===== src/rtl/ptc_pkg.sv =====
// package of constants and types for the prescaled modulo tick counter
package ptc_pkg;

	////////////////////////////////////////////////////////////////////////////////
	// clock and bus layout
	localparam int unsigned CORE_CLK_HZ = 50_000_000;   // core clock rate
	localparam int unsigned ADDR_W      = 4;            // byte address width
	localparam int unsigned DATA_W      = 32;           // bus data width
	localparam int unsigned REG_W       = 8;            // register width
	localparam int unsigned DIV_W       = 18;           // widest divide count

	// byte offsets of the three registers
	localparam logic [3:0] OFS_STATUS_CONTROL = 4'h0;
	localparam logic [3:0] OFS_COUNT          = 4'h4;
	localparam logic [3:0] OFS_MODULO_LIMIT   = 4'h8;

	////////////////////////////////////////////////////////////////////////////////
	// field positions of the status and control register
	localparam int unsigned FLAG_BIT   = 7;  // match flag, write one to clear
	localparam int unsigned SRC_HI_BIT = 6;  // source select msb
	localparam int unsigned SRC_LO_BIT = 5;  // source select lsb
	localparam int unsigned IE_BIT     = 4;  // match interrupt enable
	localparam int unsigned PS_HI_BIT  = 3;  // prescale select msb
	localparam int unsigned PS_LO_BIT  = 0;  // prescale select lsb

	// reset values
	localparam logic [7:0] CTRL_RST  = 8'h00;
	localparam logic [7:0] COUNT_RST = 8'h00;
	localparam logic [7:0] LIMIT_RST = 8'h00;
	localparam logic [3:0] PS_OFF    = 4'h0;   // prescaler stopped

	////////////////////////////////////////////////////////////////////////////////
	// types
	typedef enum logic [1:0] {
		PTC_SRC_LOW_POWER = 2'h0,   // low_power_osc_clock
		PTC_SRC_EXTERNAL  = 2'h1,   // external_ref_clock
		PTC_SRC_INTERNAL  = 2'h2    // internal_ref_clock, 2'h3 also
	} ptc_src_t;

	typedef enum logic {
		PTC_BUS_IDLE = 1'b0,        // no request taken yet
		PTC_BUS_ACK  = 1'b1         // request answered this cycle
	} ptc_bus_st_t;

	// status and control register, laid out msb first
	typedef struct packed {
		logic       match_flag;
		logic [1:0] source_select;
		logic       match_irq_enable;
		logic [3:0] prescale_select;
	} ptc_ctrl_t;

endpackage


===== src/rtl/ptc_tick_counter.sv =====
// prescaled modulo tick counter with avalon-mm register slave
//
// Operation
// - flag sets when count wraps limit to zero
// - writing one clears flag, zero keeps it
// - reset: stopped, zero count, zero limit
// - source field picks one of three clocks
// - changed source clears prescaler and counter
// - interrupt while flag and enable both set
// - zero prescale code keeps everything off
// - divide table when source bit zero clear
// - divide table when source bit zero set
// - changed prescale code clears prescaler and counter
// - count register read only, writes ignored
// - limit write stores and clears both counters
// - zero limit flags every prescaler tick
// - counter climbs to limit then wraps
// - debug halt freezes prescaler and counter
// - keeps running in wait and stop
`timescale 1ns/100ps

module ptc_tick_counter (
	input  wire logic                         core_clk_i,             // core clock, 50 MHz
	input  wire logic                         rst_n_i,                // async reset, active low
	input  wire logic [ptc_pkg::ADDR_W-1:0]   avs_address_i,          // byte address
	input  wire logic                         avs_read_i,             // read request
	input  wire logic                         avs_write_i,            // write request
	input  wire logic [ptc_pkg::DATA_W-1:0]   avs_writedata_i,        // write data
	input  wire logic [3:0]                   avs_byteenable_i,       // byte lanes
	output logic      [ptc_pkg::DATA_W-1:0]   avs_readdata_o,         // read data
	output logic                              avs_waitrequest_o,      // stall request
	input  wire logic                         low_power_osc_clock_i,  // 1 kHz source pin
	input  wire logic                         external_ref_clock_i,   // external source pin
	input  wire logic                         internal_ref_clock_i,   // internal source pin
	input  wire logic                         dbg_halt_i,             // cpu halted in debug
	output logic                              irq_o                   // interrupt and wakeup
);

	////////////////////////////////////////////////////////////////////////////////
	// divide-by lookup for a given source lsb and prescale code
	// code zero yields zero, so the prescaler can never reach its last count;
	// the widest entry of the second table sets the prescaler width

	function automatic logic [ptc_pkg::DIV_W-1:0] ptc_divisor(
		input logic       src_lsb,
		input logic [3:0] ps
	);
		logic [ptc_pkg::DIV_W-1:0] d;
		d = 18'h00000;
		if (!src_lsb) begin
			// binary steps for codes one to seven, decimal steps above
			case (ps)
				4'h1: d = 18'h00008;
				4'h2: d = 18'h00020;
				4'h3: d = 18'h00040;
				4'h4: d = 18'h00080;
				4'h5: d = 18'h00100;
				4'h6: d = 18'h00200;
				4'h7: d = 18'h00400;
				4'h8: d = 18'h00001;
				4'h9: d = 18'h00002;
				4'ha: d = 18'h00004;
				4'hb: d = 18'h0000a;
				4'hc: d = 18'h00010;
				4'hd: d = 18'h00064;
				4'he: d = 18'h001f4;
				4'hf: d = 18'h003e8;
				default: d = 18'h00000;
			endcase
		end else begin
			// slow table when source bit zero is set (external, or internal by code 3), same code layout
			case (ps)
				4'h1: d = 18'h00400;
				4'h2: d = 18'h00800;
				4'h3: d = 18'h01000;
				4'h4: d = 18'h02000;
				4'h5: d = 18'h04000;
				4'h6: d = 18'h08000;
				4'h7: d = 18'h10000;
				4'h8: d = 18'h003e8;
				4'h9: d = 18'h007d0;
				4'ha: d = 18'h01388;
				4'hb: d = 18'h02710;
				4'hc: d = 18'h04e20;
				4'hd: d = 18'h0c350;
				4'he: d = 18'h186a0;
				4'hf: d = 18'h30d40;
				default: d = 18'h00000;
			endcase
		end
		return d;
	endfunction

	////////////////////////////////////////////////////////////////////////////////
	// registers
	// ctrl_r holds the flag, the source, the enable and the prescale code

	ptc_pkg::ptc_ctrl_t          ctrl_r;        // status and control
	logic [7:0]                  count_r;       // tick count value
	logic [7:0]                  limit_r;       // match limit
	logic [ptc_pkg::DIV_W-1:0]   pre_cnt_r;     // prescaler count
	ptc_pkg::ptc_bus_st_t        bus_st_r;      // bus handshake state
	logic [ptc_pkg::DATA_W-1:0]  rd_data_r;     // captured read data

	ptc_pkg::ptc_ctrl_t          ctrl_nxt;
	logic [7:0]                  count_nxt;
	logic [7:0]                  limit_nxt;
	logic [ptc_pkg::DIV_W-1:0]   pre_cnt_nxt;
	ptc_pkg::ptc_bus_st_t        bus_st_nxt;

	////////////////////////////////////////////////////////////////////////////////
	// source pins are asynchronous: two flops, then a third for edge history
	// the pins come from other clock trees, so only the second flop is read;
	// the history flop resets low like an idle pin, so no false edge
	// follows reset. a source must stay high and low for two core cycles
	// or more, or an edge can slip past unseen

	wire logic [2:0] src_pins;
	wire logic [2:0] src_rise;

	assign src_pins = {internal_ref_clock_i, external_ref_clock_i, low_power_osc_clock_i};

	genvar gi;
	generate
		for (gi = 0; gi < 3; gi++) begin : g_src_sync
			logic sync1_r;   // first sync stage
			logic sync2_r;   // second sync stage
			logic hist_r;    // last synchronised level

			// rising edge of each synchronised source
			assign src_rise[gi] = sync2_r & ~hist_r;

			always_ff @(posedge core_clk_i or negedge rst_n_i) begin
				if (!rst_n_i) begin
					sync1_r <= 1'b0;
					sync2_r <= 1'b0;
					hist_r  <= 1'b0;
				end else begin
					sync1_r <= src_pins[gi];
					sync2_r <= sync1_r;
					hist_r  <= sync2_r;
				end
			end
		end
	endgenerate

	////////////////////////////////////////////////////////////////////////////////
	// source selection

	logic sel_edge;

	// unselected pins keep synchronising, so a switch sees settled levels
	// pick the edge of the selected source; both 1x codes take internal
	always_comb begin
		case (ctrl_r.source_select)
			ptc_pkg::PTC_SRC_LOW_POWER: sel_edge = src_rise[0];
			ptc_pkg::PTC_SRC_EXTERNAL:  sel_edge = src_rise[1];
			default:                    sel_edge = src_rise[2];
		endcase
	end

	////////////////////////////////////////////////////////////////////////////////
	// bus decode: one wait cycle, then the access completes
	// the first cycle latches read data and arms the handshake, the second
	// completes it; writes act only on the completing edge, so a stalled
	// write never lands twice. only byte lane zero carries a register,
	// the other lanes are ignored

	wire logic                        bus_req;
	wire logic                        bus_done;
	wire logic                        wr_go;
	wire logic                        hit_ctrl;
	wire logic                        hit_count;
	wire logic                        hit_limit;
	wire logic                        ctrl_wr;
	wire logic                        limit_wr;
	wire logic [7:0]                  wbyte;
	wire logic [1:0]                  wr_src;
	wire logic [3:0]                  wr_ps;
	wire logic                        src_chg;
	wire logic                        ps_chg;
	wire logic                        clr_counts;
	logic      [ptc_pkg::DATA_W-1:0]  rd_mux;

	assign bus_req   = avs_read_i | avs_write_i;
	assign bus_done  = bus_req & (bus_st_r == ptc_pkg::PTC_BUS_ACK);
	assign wr_go     = bus_done & avs_write_i & avs_byteenable_i[0];
	assign hit_ctrl  = (avs_address_i == ptc_pkg::OFS_STATUS_CONTROL);
	assign hit_count = (avs_address_i == ptc_pkg::OFS_COUNT);
	assign hit_limit = (avs_address_i == ptc_pkg::OFS_MODULO_LIMIT);
	assign ctrl_wr   = wr_go & hit_ctrl;
	// a write to the count register decodes to nothing
	assign limit_wr  = wr_go & hit_limit;
	assign wbyte     = avs_writedata_i[7:0];
	assign wr_src    = wbyte[ptc_pkg::SRC_HI_BIT:ptc_pkg::SRC_LO_BIT];
	assign wr_ps     = wbyte[ptc_pkg::PS_HI_BIT:ptc_pkg::PS_LO_BIT];

	// only a changed source or prescale field, or any limit write, restarts the counting chain
	assign src_chg    = ctrl_wr & (wr_src != ctrl_r.source_select);
	assign ps_chg     = ctrl_wr & (wr_ps != ctrl_r.prescale_select);
	assign clr_counts = src_chg | ps_chg | limit_wr;

	// read mux, upper bits and unmapped addresses read zero
	// the value is caught in the stalled cycle, so it shows the register
	// one cycle before the completing edge
	always_comb begin
		rd_mux = '0;
		if (hit_ctrl) begin
			rd_mux[7:0] = ctrl_r;
		end else if (hit_count) begin
			rd_mux[7:0] = count_r;
		end else if (hit_limit) begin
			rd_mux[7:0] = limit_r;
		end
	end

	// stall the first cycle of every request
	assign avs_waitrequest_o = bus_req & (bus_st_r == ptc_pkg::PTC_BUS_IDLE);
	assign avs_readdata_o    = rd_data_r;

	// handshake state
	// a request still high in the ack cycle is the one finishing, so the
	// state always drops back to idle and a new request waits a cycle
	always_comb begin
		case (bus_st_r)
			ptc_pkg::PTC_BUS_IDLE: bus_st_nxt = bus_req ? ptc_pkg::PTC_BUS_ACK
			                                            : ptc_pkg::PTC_BUS_IDLE;
			ptc_pkg::PTC_BUS_ACK:  bus_st_nxt = ptc_pkg::PTC_BUS_IDLE;
			default:               bus_st_nxt = ptc_pkg::PTC_BUS_IDLE;
		endcase
	end

	////////////////////////////////////////////////////////////////////////////////
	// prescaler: counts selected edges, ticks once per divide period
	// it counts synchronised source edges, not core clocks, so the divide
	// count is in source periods; div_last is the last count before a tick,
	// and with code zero it wraps to all ones, which is never reached

	wire logic [ptc_pkg::DIV_W-1:0] div_val;
	wire logic [ptc_pkg::DIV_W-1:0] div_last;
	wire logic                      run;
	wire logic                      pre_tick;

	assign div_val  = ptc_divisor(ctrl_r.source_select[0], ctrl_r.prescale_select);
	assign div_last = div_val - 18'h00001;
	// no gating by wait or stop; only debug halt freezes
	assign run      = (ctrl_r.prescale_select != ptc_pkg::PS_OFF) & ~dbg_halt_i;
	assign pre_tick = run & sel_edge & (pre_cnt_r == div_last);

	// a halted prescaler keeps its count, while a clear still applies
	always_comb begin
		pre_cnt_nxt = pre_cnt_r;
		if (clr_counts) begin
			pre_cnt_nxt = '0;
		end else if (ctrl_r.prescale_select == ptc_pkg::PS_OFF) begin
			pre_cnt_nxt = '0;
		end else if (run && sel_edge) begin
			pre_cnt_nxt = pre_tick ? '0 : pre_cnt_r + 18'h00001;
		end
	end

	////////////////////////////////////////////////////////////////////////////////
	// modulo counter and match

	wire logic match;

	// a tick at the limit wraps to zero; limit zero matches every tick
	assign match = pre_tick & (count_r == limit_r);

	// a clear from a write beats a tick in the same cycle, so a restarted
	// chain always begins from zero
	always_comb begin
		count_nxt = count_r;
		if (clr_counts) begin
			count_nxt = '0;
		end else if (match) begin
			count_nxt = '0;
		end else if (pre_tick) begin
			count_nxt = count_r + 8'h01;
		end
	end

	assign limit_nxt = limit_wr ? wbyte : limit_r;

	////////////////////////////////////////////////////////////////////////////////
	// status and control next value
	// the match set is applied after the write, so an event in the same
	// cycle as a write-one clear is never lost

	always_comb begin
		ctrl_nxt = ctrl_r;
		if (ctrl_wr) begin
			ctrl_nxt.source_select    = wr_src;
			ctrl_nxt.match_irq_enable = wbyte[ptc_pkg::IE_BIT];
			ctrl_nxt.prescale_select  = wr_ps;
			if (wbyte[ptc_pkg::FLAG_BIT]) begin
				ctrl_nxt.match_flag = 1'b0;
			end
		end
		if (match) begin
			ctrl_nxt.match_flag = 1'b1;
		end
	end

	// level interrupt, also the wakeup request in low power states
	// the flag stays set while the enable is off; enabling later raises it
	assign irq_o = ctrl_r.match_flag & ctrl_r.match_irq_enable;

	////////////////////////////////////////////////////////////////////////////////
	// state flops
	// the prescaler resets with the counter, so the first period after
	// reset is a full one

	always_ff @(posedge core_clk_i or negedge rst_n_i) begin
		if (!rst_n_i) begin
			ctrl_r    <= ptc_pkg::CTRL_RST;
			count_r   <= ptc_pkg::COUNT_RST;
			limit_r   <= ptc_pkg::LIMIT_RST;
			pre_cnt_r <= '0;
		end else begin
			ctrl_r    <= ctrl_nxt;
			count_r   <= count_nxt;
			limit_r   <= limit_nxt;
			pre_cnt_r <= pre_cnt_nxt;
		end
	end

	// bus flops: read data caught on the stalled cycle
	// capture only happens when idle, so the value cannot move while the
	// master waits to take it
	always_ff @(posedge core_clk_i or negedge rst_n_i) begin
		if (!rst_n_i) begin
			bus_st_r  <= ptc_pkg::PTC_BUS_IDLE;
			rd_data_r <= '0;
		end else begin
			bus_st_r <= bus_st_nxt;
			if (avs_read_i && bus_st_r == ptc_pkg::PTC_BUS_IDLE) begin
				rd_data_r <= rd_mux;
			end
		end
	end

endmodule


===== config.mk =====
export PLATFORM = sky130hd
export DESIGN_NAME = ptc_tick_counter
export DESIGN_NICKNAME = d
export VERILOG_FILES = /design/src/rtl/ptc_pkg.sv /design/src/rtl/ptc_tick_counter.sv
export SDC_FILE = /design/constraint.sdc
export NUM_CORES = 1
export LEC_CHECK = 0
export BUFFER_PORTS_ARGS = -buffer_cell sky130_fd_sc_hd__clkbuf_2
export CELL_PAD_IN_SITES_DETAIL_PLACEMENT = 0
export CELL_PAD_IN_SITES_GLOBAL_PLACEMENT = 1
export CORE_MARGIN = 2
export CORE_UTILIZATION = 44
export CTS_BUF_LIST = sky130_fd_sc_hd__clkbuf_8
export CTS_CLUSTER_SIZE = 25
export DETAILED_ROUTE_END_ITERATION = 8
export PLACE_DENSITY = 0.85
export SYNTH_ARGS = -nofsm -noshare
export SYNTH_HDL_FRONTEND = slang
export SYNTH_SLANG_ARGS = --single-unit

===== constraint.sdc =====
create_clock -name core_clk_i -period 4.5 [get_ports core_clk_i]
set_clock_uncertainty 0.1 [all_clocks]
set_input_delay 0.9 -clock core_clk_i [delete_from_list [all_inputs] [get_ports core_clk_i]]
set_output_delay 0.9 -clock core_clk_i [all_outputs]
set_load 0.005 [all_outputs]

* Word-level counts from Yosys, hierarchy flattened
Memories as Yosys holds them, arrays and structs flattened. Cells that the tools add are included.
Cells by class: multiplexer cells 17, reductions and logical operators 11, eq/ne operators 7, bitwise operators 24, add/sub/neg operators 3
Operators by type and width (number):
- 2-to-1 mux 18 bit | 5
- 2-to-1 mux 8 bit | 7
- adder 18 x 1 -> 18 bit, second input constant | 1
- equality test 18 bit | 1
- subtractor 18 x 1 -> 18 bit, second input constant | 1
- bitwise AND 1 bit | 16
- adder 8 x 1 -> 8 bit, second input constant | 1
- equality test 8 bit | 1
- zero test 4 bit | 2
- nonzero test 3 bit | 2
- inverter 1 bit | 5
- equality test 4 x 3 -> 1 bit, second input constant | 1
- equality test 4 bit, second input constant | 1
- inequality test 4 bit | 1
- case mux 1 bit (2 select lines) | 2
- nonzero test 2 bit | 2
- nonzero test 4 bit | 1
- 2-to-1 mux 1 bit | 3
- bitwise OR 1 bit | 3
- equality test 2 x 1 -> 1 bit, second input constant | 1
- logical AND 1 bit | 2
- zero test 2 bit | 1
- inequality test 2 bit | 1
- AND reduction 2 bit | 1
Word-level totals: memories kept 2, flip-flop bits (word level) 60, memory bits (read-only) 416, output and inout bits 34, logic and storage cells 82
Memories:
- (name not given) | depth 16, width 15, read ports 1, clocked after memory_dff 0, wr ports 0, line ptc_tick_counter.sv:72 | case (ps)
- (name not given) | depth 16, width 11, read ports 1, clocked after memory_dff 0, wr ports 0, line ptc_tick_counter.sv:52 | case (ps)

* Depth between registers and ports, before layout
word-level depth 9, depth in mapped cells 15

* Worst setup path before layout
OpenSTA, ideal clock, no wires.
path type reg-to-reg, start register ctrl_r[1] (netlist bit), end register count_r[4], arrival 3529 ps, data required time 4278 ps, library setup time 122 ps, buffers on the path 2, slack 750 ps, clock period less this slack 3750 ps, stages on the path, launching flop included 14, cell sequence dfrtp_1 -> clkbuf_1 -> inv_1 -> ha_1 -> nor3_1 -> o32ai_4 -> nor3_4 -> nand4_2 -> nor4_1 -> o21ai_1 -> or4_1 -> buf_2 -> or4_1 -> a32o_1
On the way: cells in the longest elaborated chain, start to end 8, elaborated cells between the ends (all ways) 17, classes of those cells 1 x add/sub; 2 x eq/ne; 3 x mux; 7 x bitwise; 2 x reduce/logical; 2 x memory
Ends and longest elaborated chain:
- start, declared | line ptc_tick_counter.sv:98 | ptc_pkg::ptc_ctrl_t ctrl_r;
- start signal, assigned | line ptc_tick_counter.sv:316 | ctrl_r <= ptc_pkg::CTRL_RST;
- start signal, assigned | line ptc_tick_counter.sv:321 | ctrl_r <= ctrl_nxt;
- memory read (16 x 11 bit) or memory read (16 x 15 bit) (tied branches)
- 2-to-1 mux 18 bit | line ptc_tick_counter.sv:50 | if (!src_lsb) begin
- subtractor 18 x 1 -> 18 bit | line ptc_tick_counter.sv:245 | assign div_last = div_val - 18'h00001;
- equality test 18 bit | line ptc_tick_counter.sv:248 | assign pre_tick = run & sel_edge & (pre_cnt_r == div_last);
- bitwise AND 1 bit | line ptc_tick_counter.sv:248
- bitwise AND 1 bit | line ptc_tick_counter.sv:268 | assign match = pre_tick & (count_r == limit_r);
- 2-to-1 mux 8 bit | line ptc_tick_counter.sv:276 | end else if (match) begin
- 2-to-1 mux 8 bit | line ptc_tick_counter.sv:274 | if (clr_counts) begin
- end signal, assigned | line ptc_tick_counter.sv:317 | count_r <= ptc_pkg::COUNT_RST;
- end signal, assigned | line ptc_tick_counter.sv:322 | count_r <= count_nxt;
- end, declared | line ptc_tick_counter.sv:99 | logic [7:0] count_r;
Several ways; a longest one is shown, not always the timed one. A chain may end at the register's enable or synchronous reset.

* Worst setup path after layout
start register ctrl_r[1] (netlist bit), end register count_r[1]
Same word-level chain as after synthesis.

==> impl_metrics.prom <==
# TYPE chip_impl_metric gauge
chip_impl_metric{name="global_route.overflow_total",unit=""} 0
chip_impl_metric{name="overall_track_demand_over_capacity_in_global_routing",unit=""} 0.1973
chip_impl_metric{name="timing.max_slew.rel_slack",unit=""} 0.4121
chip_impl_metric{name="yosysWarningCount",unit=""} 0
chip_impl_metric{name="layout.cell_area.non_filler",unit="um2"} 4692
chip_impl_metric{name="floorplan.die.width",unit="um"} 103.2
chip_impl_metric{name="grt_first_pass_wirelength",unit="mm"} 16.34
chip_impl_metric{name="power.density_cell_area",unit="nW/um2"} 386.0
chip_impl_metric{name="place.gp.congestion",unit=""} 0.9177
chip_impl_metric{name="timing.max_cap.violations",unit=""} 0
chip_impl_metric{name="critPathMaxStageDelay",unit="ns"} 0.67
chip_impl_metric{name="postCtsSetupBuffers",unit=""} 0
chip_impl_info{name="timing.critical_path.cells",value="buf_4, ha_1, nor3_1, o32ai_4, nor3_4, nand4_2, nor4_1, o21ai_1, or4_1, nor3_1, buf_4, mux2i_1"} 1
chip_impl_info{name="ctsRootBufferMaster",value="sky130_fd_sc_hd__clkbuf_8"} 1
chip_impl_metric{name="routed_wirelength",unit="mm"} 9.899
chip_impl_metric{name="hold_viol",unit=""} 0
chip_impl_metric{name="htree_levels",unit=""} 3
chip_impl_metric{name="crit_arrival",unit="ns"} 4.20
chip_impl_metric{name="grt_max_degree",unit=""} 33
chip_impl_metric{name="asyncSetResetFlopFracSynth",unit=""} 1.000
chip_impl_info{name="worst_hold_path_type",value="reg -> reg"} 1
chip_impl_metric{name="instances_no_fill",unit=""} 649
chip_impl_info{name="setup.worst_path.end_class",value="flip-flop"} 1
chip_impl_info{name="timing.setup.critical_path_class",value="reg -> reg"} 1
chip_impl_metric{name="synth.cell_area",unit="um2"} 4329
chip_impl_metric{name="setup_violations",unit=""} 0
chip_impl_metric{name="fraction_of_layout_instances_using_a_drive_strength_above_1",unit=""} 0.1492
chip_impl_metric{name="period_needed",unit="ns"} 4.041
chip_impl_metric{name="ys_types",unit=""} 68
chip_impl_metric{name="count_of_final_max_slew_check_failures",unit=""} 0
chip_impl_metric{name="p_leak",unit="uW"} 0.002069
chip_impl_metric{name="clock_network_fraction_of_total_power",unit=""} 0.246
chip_impl_info{name="run_status",value="finished, final reports clean"} 1
chip_impl_metric{name="areaGrowthSynthToFinish",unit="%"} 8.382
chip_impl_metric{name="chipHeight",unit="um"} 103.2
chip_impl_metric{name="p_sw_frac",unit=""} 0.3985
chip_impl_metric{name="final_min_period_over_clock_period",unit=""} 0.8980
chip_impl_metric{name="fp.dieArea",unit="um2"} 10650
chip_impl_metric{name="buffers_on_ports",unit=""} 30
chip_impl_metric{name="floorplan.initialDensity",unit=""} 0.4491
chip_impl_metric{name="numCtsBuffers",unit=""} 9
chip_impl_metric{name="antennaDiodeCount",unit=""} 0
chip_impl_info{name="yosys_most_used_dff",value="sky130_fd_sc_hd__dfrtp_1"} 1
chip_impl_metric{name="drt_first_iter_violations",unit=""} 179
chip_impl_metric{name="nNetsFinal",unit=""} 568
chip_impl_metric{name="cts-root-to-sink-buffers",unit=""} 2
chip_impl_info{name="most-common-layout-cells",value="sky130_fd_sc_hd__dfrtp_1 (60), sky130_fd_sc_hd__nand2_1 (50), sky130_fd_sc_hd__nor2_1 (45)"} 1
chip_impl_info{name="tritoncts",value="built"} 1
chip_impl_metric{name="n_fill_cell",unit=""} 938
chip_impl_metric{name="fmaxAchievable",unit="MHz"} 247.5
chip_impl_metric{name="dr_total_vias",unit=""} 3555
chip_impl_metric{name="ys_seq_elements",unit=""} 60
chip_impl_info{name="layout_commonest_cell",value="sky130_fd_sc_hd__dfrtp_1"} 1
chip_impl_metric{name="clk_latency",unit="ns"} 0.34
chip_impl_metric{name="cell_internal_pwr",unit="uW"} 1089
chip_impl_metric{name="grt_pass1_vias",unit=""} 3364
chip_impl_metric{name="viasPerCell",unit=""} 5.478
chip_impl_metric{name="irDropWorstVdd",unit="mV"} 0.2513
chip_impl_metric{name="path_clk_slew",unit="ns"} 0.07
chip_impl_metric{name="synth_seq_area_share",unit=""} 0.3468
chip_impl_metric{name="placed_area",unit="um2"} 4506
chip_impl_metric{name="power.share.sequential",unit=""} 0.375
chip_impl_metric{name="drc_violations_left",unit=""} 0
chip_impl_metric{name="drt-pass1-iter-count",unit=""} 5
chip_impl_metric{name="required_time_reported_for_the_critical_path_endpoint",unit="ns"} 4.66
chip_impl_info{name="critPathLaunchType",value="flip-flop"} 1
chip_impl_metric{name="antenna_violations_before_repair",unit=""} 0
chip_impl_metric{name="cts_repair_resize_count",unit=""} 0
chip_impl_metric{name="post_drt_wl_per_cell",unit="um"} 15.25
chip_impl_metric{name="setup-tns-final",unit="ns"} 0
chip_impl_metric{name="timing_worst_slew_pin_value",unit="ns"} 0.8787
chip_impl_metric{name="synth_area_per_cell",unit="um2"} 8.926
chip_impl_metric{name="dp.cells",unit=""} 633
chip_impl_metric{name="rows",unit=""} 36
chip_impl_info{name="rsz0062_at_grt",value="false"} 1
chip_impl_metric{name="floorplan.io_pins",unit=""} 82
chip_impl_metric{name="cts_sinks",unit=""} 60
chip_impl_metric{name="critical_path.max_fanout",unit=""} 9
chip_impl_info{name="critical_path.slowest_cell",value="sky130_fd_sc_hd__or4_1"} 1
chip_impl_metric{name="drt.antenna.violating_nets",unit=""} 0
chip_impl_metric{name="combPwrFrac",unit=""} 0.379
chip_impl_metric{name="p_sw",unit="uW"} 721.6
chip_impl_metric{name="synthesis.instances",unit=""} 485
chip_impl_metric{name="final_core_util",unit=""} 0.4868
chip_impl_metric{name="synth_edf_count",unit=""} 0
chip_impl_metric{name="cts_hold_buffers",unit=""} 0
chip_impl_metric{name="detailed_place_hpwl",unit="mm"} 7.533
chip_impl_metric{name="core_area",unit="um2"} 9639
[kinds of logic (layout without fill, tap and decap cells)]
kind of cell             Yosys count  count (layout)  synth area share
AND/OR/NAND/NOR                  201             201            0.2457
AO/OA/AOI/OAI                     84              84            0.1494
flip-flops                        60              60            0.3468
buffers and inverters             58              66           0.07659
XOR/XNOR                          49              49           0.09913
multiplexers                      23              23           0.05549
adder cells (fa/ha/maj)            9               9           0.02601
other                              1              24         0.0008662
[metrics by stage]
stage | worst slack [ns] | total power, uW | hold WS (ns)
6_report | 0.4591 | 1811 | 0.2568
5_1_grt | 0.1331 | 1925 | 0.2697
4_1_cts | 0.4553 | 1817 | 0.2623
3_5_place_dp | 0.4901 | 1362 | 0.2435
3_3_place_gp | 0.5352 | 1342 | 0.2360
2_1_floorplan | 0.7499 | 1208 | 0.2312
[metal layers]
layer	vias to the layer above	part of all wire	GRT usage
met5	-	0	0
met4	0	0.022	0.07287
met3	17	0.043	0.03427
met2	99	0.45	0.3037
met1	1716	0.48	0.2796
li1	1723	-	-
[final cells by class]
type / instances / area [um2] / area share
multi-input cells: 390 / 2582 / 0.5504
flip-flops and latches: 60 / 1501 / 0.3200
repair buffers: 38 / 210.2 / 0.04480
well taps: 133 / 166.4 / 0.03547
clock buffers: 10 / 137.6 / 0.02933
clock inverters: 6 / 48.80 / 0.01040
inverters: 12 / 45.04 / 0.009600
[flip-flops by register name (all words and copies together), names as in the netlist]
name,cells
pre_cnt_r,18
avs_readdata_o,8
count_r,8
ctrl_r,8
limit_r,8
g_src_sync.hist_r,3
g_src_sync.sync1_r,3
g_src_sync.sync2_r,3
bus_st_r,1
[cell usage after synthesis (all sizes together), types with 8 or more instances]
cell type / count / area (um2)
o21ai: 24 / 120.1
nor2b: 8 / 50.05
nand2: 52 / 200.2
buf: 35 / 245.2
inv: 12 / 45.04
nand3: 15 / 75.07
mux2i: 15 / 150.1
dfrtp: 60 / 1501
nor2: 47 / 186.4
mux2: 8 / 90.09
nand4: 11 / 75.07
ha: 9 / 112.6
nor3: 9 / 56.31
xnor2: 32 / 280.3
xor2: 17 / 148.9
clkbuf: 11 / 41.29
a22o: 11 / 96.34
and2: 8 / 50.05
[critical path: cells and delay by family (launching register included)]
| kind | cells | cell delay (ns) |
|---|---|---|
| flip-flops | 1 | 0.44 |
| AND/OR/NAND/NOR | 6 | 2.20 |
| AO/OA/AOI/OAI | 2 | 0.26 |
| adder cells (fa/ha/maj) | 1 | 0.30 |
| multiplexers | 1 | 0.20 |
| buffers and inverters | 2 | 0.45 |
[path summary, 6_finish.rpt]
path	from	endpoint	slack (ns)	cells past startpoint
max	ctrl_r[1]$_DFFE_PN0P_	count_r[1]$_DFFE_PN0P_	0.46	12
min	g_src_sync[1].sync1_r$_DFF_PN0_	g_src_sync[1].sync2_r$_DFF_PN0_	0.26	0
max reg2reg	ctrl_r[1]$_DFFE_PN0P_	count_r[1]$_DFFE_PN0P_	0.46	12
min reg2reg	g_src_sync[1].sync1_r$_DFF_PN0_	g_src_sync[1].sync2_r$_DFF_PN0_	0.26	0
max in group asynchronous	rst_n_i	pre_cnt_r[4]$_DFFE_PN0P_	2.93	2
min in group asynchronous	rst_n_i	count_r[4]$_DFFE_PN0P_	0.50	1
[power by group through the flow]
stage                     Clock, uW  Sequential (uW)  Combinational [uW]
after floorplan                   0              657                 551
after global placement            0              683                 659
after detailed placement          0              688                 674
after CTS                       460              678                 679
after global routing            481              690                 754
final                           446              679                 686
No activity file was read; power rests on OpenSTA's default activity.
